<file path="config.mk">
export PLATFORM = sky130hd
export DESIGN_NAME = dspo_top
export DESIGN_NICKNAME = d
export VERILOG_FILES = /design/src/dspo_pkg.sv /design/src/dspo_channel.sv /design/src/dspo_top.sv
export SDC_FILE = /design/constraint.sdc
export NUM_CORES = 1
export LEC_CHECK = 0
export BUFFER_PORTS_ARGS = -buffer_cell sky130_fd_sc_hd__buf_2
export CAP_MARGIN = 20
export CORE_MARGIN = 4
export CORE_UTILIZATION = 40
export CTS_CLUSTER_DIAMETER = 150
export CTS_CLUSTER_SIZE = 30
export DETAILED_ROUTE_END_ITERATION = 7
export GPL_TIMING_DRIVEN = 0
export PLACE_DENSITY = 0.6
export SLEW_MARGIN = 20
export SYNTH_ARGS = -nofsm -noshare
export SYNTH_HDL_FRONTEND = slang
export SYNTH_HIERARCHICAL = 1
export SYNTH_SLANG_ARGS = --single-unit
</file>
<file path="constraint.sdc">
create_clock -name clk_in -period 1.1 [get_ports clk_in]
set_input_delay 0.275 -clock clk_in [delete_from_list [all_inputs] [get_ports clk_in]]
set_output_delay 0.275 -clock clk_in [all_outputs]
set_load 0.02 [all_outputs]
</file>
<file path="src/dspo_pkg.sv">
// Constants shared by the dual sample pipeline output block
// Notes on behaviour
// - Each of the two channels yields a 12-bit word for its input sample.
// - Each channel delivers one word on every clock, so word rate is clock rate.
// - Both channels take their samples on the same rising clock edge.
// - A sample's word appears seven cycles after its edge, alike on both sides.
// - Words are coded as offset binary or two's complement, as selected.
// - Zero input gives 800 offset binary or 000 two's complement (MSB flipped).
// - Negative full scale gives 000 or 800, positive full scale fff or 7ff.
// - Quarter scale negative gives 400 or c00, quarter positive c00 or 400.
// - Inputs past full scale saturate at the extreme codes and never wrap.
// - A high sleep request holds the converter in its low-power state.
// - Format select low gives offset binary and high gives two's complement.
// - While asleep the words are forced to 000 and pipeline contents are lost.
package dspo_pkg;
  // ****************************************************
  // Word layout and timing
  // ****************************************************
  localparam int CODE_W = 12;
  localparam int LATENCY = 7;
  localparam int CHANNELS = 2;
  localparam int IN_W_DEF = 14;
  localparam int CLK_MHZ = 100;
  localparam int RATE_MIN_MSPS = 10;
  localparam int RATE_MAX_MSPS = 80;
  localparam int FILL_W = 4;
  localparam logic [FILL_W-1:0] FILL_ZERO = 4'h0;
  localparam logic [FILL_W-1:0] FILL_DONE = 4'(LATENCY);

  // ****************************************************
  // Coding
  // ****************************************************
  localparam logic FMT_OFFSET = 1'b0;
  localparam logic FMT_TWOS = 1'b1;
  localparam int CODE_MAX = 2047;
  localparam int CODE_MIN = -2048;
  localparam int QUARTER_POS = 1024;
  localparam int QUARTER_NEG = -1024;
  localparam logic [CODE_W-1:0] WORD_RESET = 12'h000;
  localparam logic [CODE_W-1:0] MSB_FLIP = 12'h800;
  localparam logic [CODE_W-1:0] TC_POS_FS = 12'h7ff;
  localparam logic [CODE_W-1:0] TC_NEG_FS = 12'h800;
  localparam logic [CODE_W-1:0] OB_MID = 12'h800;
  localparam logic [CODE_W-1:0] TC_MID = 12'h000;
  localparam logic [CODE_W-1:0] OB_POS_FS = 12'hfff;
  localparam logic [CODE_W-1:0] OB_NEG_FS = 12'h000;
  localparam logic [CODE_W-1:0] OB_Q_NEG = 12'h400;
  localparam logic [CODE_W-1:0] TC_Q_NEG = 12'hc00;
  localparam logic [CODE_W-1:0] OB_Q_POS = 12'hc00;
  localparam logic [CODE_W-1:0] TC_Q_POS = 12'h400;
endpackage : dspo_pkg

</file>
<file path="src/dspo_channel.sv">
// One conversion channel: saturating quantiser and fixed-latency pipeline
`timescale 1ns/1ps
module dspo_channel #(
  parameter int IN_W = dspo_pkg::IN_W_DEF,
  parameter int LAT = dspo_pkg::LATENCY
) (
  input wire logic clk_in,
  input wire logic rst_b_in,
  input wire logic signed [IN_W-1:0] sample_in,
  input wire logic code_format_select_in,
  input wire logic sleep_in,
  output logic [dspo_pkg::CODE_W-1:0] word_out
);
  // ****************************************************
  // Pipeline state
  // ****************************************************
  logic [dspo_pkg::CODE_W-1:0] stage [LAT];
  logic [dspo_pkg::CODE_W-1:0] next_stage [LAT];
  logic [dspo_pkg::CODE_W-1:0] next_word;
  logic [dspo_pkg::CODE_W-1:0] clamped;

  // Quantise to two's complement, clipping rather than wrapping
  always_comb begin
    if (sample_in > dspo_pkg::CODE_MAX) begin
      clamped = dspo_pkg::TC_POS_FS;
    end else if (sample_in < dspo_pkg::CODE_MIN) begin
      clamped = dspo_pkg::TC_NEG_FS;
    end else begin
      clamped = sample_in[dspo_pkg::CODE_W-1:0];
    end
  end

  // Shift one sample per clock; sleep flushes the stages
  always_comb begin
    for (int i = 0; i < LAT; i++) begin
      if (sleep_in) begin
        next_stage[i] = dspo_pkg::WORD_RESET;
      end else if (i == 0) begin
        next_stage[i] = clamped;
      end else begin
        next_stage[i] = stage[i-1];
      end
    end
    // Coding is applied last so a format change needs no flush
    if (sleep_in) begin
      next_word = dspo_pkg::WORD_RESET;
    end else if (code_format_select_in == dspo_pkg::FMT_TWOS) begin
      next_word = stage[LAT-1];
    end else begin
      next_word = stage[LAT-1] ^ dspo_pkg::MSB_FLIP;
    end
  end

  // Registers only; the word leaves seven edges after capture
  always_ff @(posedge clk_in) begin
    if (!rst_b_in) begin
      for (int i = 0; i < LAT; i++) begin
        stage[i] <= dspo_pkg::WORD_RESET;
      end
      word_out <= dspo_pkg::WORD_RESET;
    end else begin
      stage <= next_stage;
      word_out <= next_word;
    end
  end
endmodule : dspo_channel

</file>
<file path="src/dspo_top.sv">
// Dual sample pipeline output: two channels, sleep control and checks
`timescale 1ns/1ps
module dspo_top #(
  parameter int IN_W = dspo_pkg::IN_W_DEF
) (
  input wire logic clk_in,
  input wire logic rst_b_in,
  input wire logic signed [IN_W-1:0] sample_a_in,
  input wire logic signed [IN_W-1:0] sample_b_in,
  input wire logic code_format_select_in,
  input wire logic sleep_request_in,
  output logic [dspo_pkg::CODE_W-1:0] word_a_out,
  output logic [dspo_pkg::CODE_W-1:0] word_b_out,
  output logic low_power_out,
  output logic words_valid_out
);
  // ****************************************************
  // Channels
  // ****************************************************
  logic signed [IN_W-1:0] sample_arr [dspo_pkg::CHANNELS];
  logic [dspo_pkg::CODE_W-1:0] word_arr [dspo_pkg::CHANNELS];

  // Both channels see the same edge and the same controls
  assign sample_arr[0] = sample_a_in;
  assign sample_arr[1] = sample_b_in;
  assign word_a_out = word_arr[0];
  assign word_b_out = word_arr[1];

  for (genvar ch = 0; ch < dspo_pkg::CHANNELS; ch++) begin : g_chan
    dspo_channel #(
      .IN_W(IN_W),
      .LAT(dspo_pkg::LATENCY)
    ) u_chan (
      .clk_in(clk_in),
      .rst_b_in(rst_b_in),
      .sample_in(sample_arr[ch]),
      .code_format_select_in(code_format_select_in),
      .sleep_in(sleep_request_in),
      .word_out(word_arr[ch])
    );
  end

  // ****************************************************
  // Sleep state and refill tracking
  // ****************************************************
  logic [dspo_pkg::FILL_W-1:0] fill;
  logic [dspo_pkg::FILL_W-1:0] next_fill;
  logic next_low_power;
  logic next_valid;

  // Valid only once a whole pipeline of fresh samples has passed, since
  // sleeping discards what was in flight
  always_comb begin
    next_low_power = sleep_request_in;
    next_fill = fill;
    next_valid = 1'b0;
    if (sleep_request_in) begin
      next_fill = dspo_pkg::FILL_ZERO;
    end else begin
      if (fill != dspo_pkg::FILL_DONE) begin
        next_fill = fill + 4'h1;
      end
      next_valid = (fill == dspo_pkg::FILL_DONE);
    end
  end

  // Registers for sleep and refill state
  always_ff @(posedge clk_in) begin
    if (!rst_b_in) begin
      fill <= dspo_pkg::FILL_ZERO;
      low_power_out <= 1'b0;
      words_valid_out <= 1'b0;
    end else begin
      fill <= next_fill;
      low_power_out <= next_low_power;
      words_valid_out <= next_valid;
    end
  end

  // ****************************************************
  // Checks
  // ****************************************************
  // Reference coding of one sample, used only by the checks below
  function automatic logic [dspo_pkg::CODE_W-1:0] dspo_expect(
    input logic signed [IN_W-1:0] s,
    input logic f
  );
    logic [dspo_pkg::CODE_W-1:0] tc;
    tc = s[dspo_pkg::CODE_W-1:0];
    if (s > dspo_pkg::CODE_MAX) begin
      tc = dspo_pkg::TC_POS_FS;
    end else if (s < dspo_pkg::CODE_MIN) begin
      tc = dspo_pkg::TC_NEG_FS;
    end
    return (f == dspo_pkg::FMT_TWOS) ? tc : (tc ^ dspo_pkg::MSB_FLIP);
  endfunction : dspo_expect
endmodule : dspo_top

</file>
==> metrics.txt <==
Setup-failing EPs final=27; CTS tree=yes; RD Place Congestion=approximately 0.8; share of cells above drive strength 1=24.48%; area grow syn2layout=22.25%; DR vias=3162; CTS Buf Count=17; # rows=43; share of the clock period used by the worst path=107.4%; DRC Markers=0; leak pwr=roughly 3 nW; initial antenna violation count=0; synth top area cells=dfxtp_1 68%, and2_1 18%, o32ai_1 3.3%; fin area=7136 um^2; Worst Path Max Fanout=4; Seq cells post-synth=198; GRT Overall Usage=9.649%; final slew viol count=0; Max clock buf depth=2; Skew-Pair Late Insertion Delay=410 ps; area share of the leading cell type in the synthesized netlist=67.91%; max_cap viols=0; post-route met1 wirelength=3.752 mm; Met3 Wirelength=446 um; failing checks=negative setup slack; Seq/Total Area, Yosys=67.91%; drt wl/cell=9.862 um; met2 WL=approximately 3.2 mm; clock skew=3.970 ps; antenna-violating nets left=0; chip height=approximately 130 um; setup_tns=-395.9 ps; # hold bufs at CTS=0; pwr dens=between 1500 and 2000 nW/um^2; Setup Crit Path Kind=flop to flop; total grt overflow=0; peak supply drop=0.9467 mV; status=complete, but fails checks; final hold vios=0; clock slew at reported path FFs=60 ps; Worst Hold Class=input pin to flop; CTS root buf=clkbuf_16; I/O pin cnt=58; Slew Limit Headroom=72.40%; Total Wirelength=approximately 7.5 mm; crit end category=flop; Die ar.=around 17000 um^2; Placed Cells=726; Via density=4.161; clock sinks=between 150 and 200; DR pass1 iterations=4; post-synth cell types=23; fin worst setup slack=-81.86 ps; Syn Nets=522; Yosys warning total=6; chip width=128.8 um; Slew @ Worst Pin=about 410 ps; first-pass GRT wire length=12.63 mm; Initial Util=around 41%; syn_area_per_cell=11.94 um^2; port bufs=between 50 and 60; placed cell area=6362 um^2; post-synthesis cell area=around 6000 um^2; Top Metal Used=met4; Nets=600; # diodes=0; Final min period=1182 ps; Worst EP arrival=1520 ps; RSZ-0062 raised after global routing=true; Max Fclk=0.8461 GHz; startpoint class of the critical path=flop; cell count after synthesis=489; H-tree Lvls=4; WP data required=1440 ps; number of global-route vias before repair=2806; Final Instance Count excl. Fillers=760; Core ar.=14100 um^2; initial DRC count=~110; post-synth top area cell=dfxtp_1; DP Wirelength=around 5.2 mm; largest net degree at the start of global routing=17
## metrics by stage
stage          hold WS (ps)  setup slack, ps  total power (W)  util, %
2_1_floorplan         405.7           -3.193         0.007700        -
3_3_place_gp          410.0           -245.5         0.007845    45.14
3_5_place_dp          409.7           -292.3         0.007862    45.14
4_1_cts               132.4           -94.91          0.01348    50.52
5_1_grt               146.5           -117.3          0.01386    50.62
6_report              150.6           -81.86          0.01331    50.62
## flip-flops by register name, indices dropped and copies added (netlist names)
name and cells:
g_chan.u_chan/stage 168, g_chan.u_chan/word_out 24, fill 4, low_power_out 1
words_valid_out 1
## worst paths after layout
path,cells after the start,end,slack [ps],from
max,3,fill[3],-80,fill[0]
min,3,g_chan[1].u_chan/word_out[11],150,code_format_select_in
max reg2reg,3,fill[3],-80,fill[0]
min reg2reg,1,g_chan[0].u_chan/stage[13],420,g_chan[0].u_chan/stage[25]
## kinds of logic after synthesis
group           count (synthesis)  share of synthesized area, %
compound gates                 44                         6.131
xor+xnor                        2                        0.3002
fa+ha+maj                       1                        0.2143
buf+inv                        30                         2.701
flops                         198                         67.91
mux                             3                        0.5145
simple gates                  211                         22.23
## cell usage after synthesis
| master | count |
|---|---|
| buf_4 | 2 |
| a21boi_0 | 22 |
| dfxtp_1 | 198 |
| and2_2 | 1 |
| nand3_1 | 2 |
| and4bb_2 | 1 |
| clkbuf_1 | 8 |
| or3b_1 | 1 |
| ha_1 | 1 |
| nor2_1 | 25 |
| nor2b_4 | 2 |
| and3b_1 | 1 |
| and2_1 | 168 |
| buf_2 | 4 |
| or4b_1 | 1 |
| xor2_1 | 2 |
| clkbuf_2 | 14 |
| mux2i_1 | 3 |
| o32ai_1 | 22 |
| nand3b_1 | 6 |
| buf_6 | 2 |
| and3b_2 | 1 |
| nand2b_1 | 2 |
## final cells by class
cell class,count,area [um^2]
clock inverter,2,10.01
buffer,30,157.7
multi-input combinational,261,1732
clock buffer,30,544.3
fill,1291,6960
timing repair buffer,59,462.9
tap,180,225.2
sequential,198,4004
## layer usage
layer	vias to the layer above	global-route usage (%)
met1	1358	12.06
li1	1726	-
met3	7	4.649
met2	71	14.05
met4	0	4.509
met5	-	0
## what timing repair did
item                       4_1_cts  5_1_grt
resized for setup               79        2
gates cloned                     0        0
pin swaps                        0        2
setup endpoints to repair       27       28
setup buffers                    1        1
## critical path: stages, from the launching register on
cell	delay (ps)
dfxtp_4	350
ha_4	160
or4b_4	460
mux2i_1	130
## cell usage in the layout (no fill, tap or decap), types with 17 or more instances in the layout
cell type and n:
dfxtp_2 26, a21boi_0 22, dfxtp_1 170, o32ai_1 22, buf_6 28, buf_2 35
nor2_1 25, and2_1 168, clkbuf_16 17
## report_power, final
part	leakage [nW]	internal, W	total (W)	switching (W)
logic	1.10	0.000189	0.000427	0.000238
registers	1.62	0.00726	0.00728	0.0000203
clock network	0.275	0.00332	0.00560	0.00228
No activity file was read; power rests on OpenSTA's default activity.
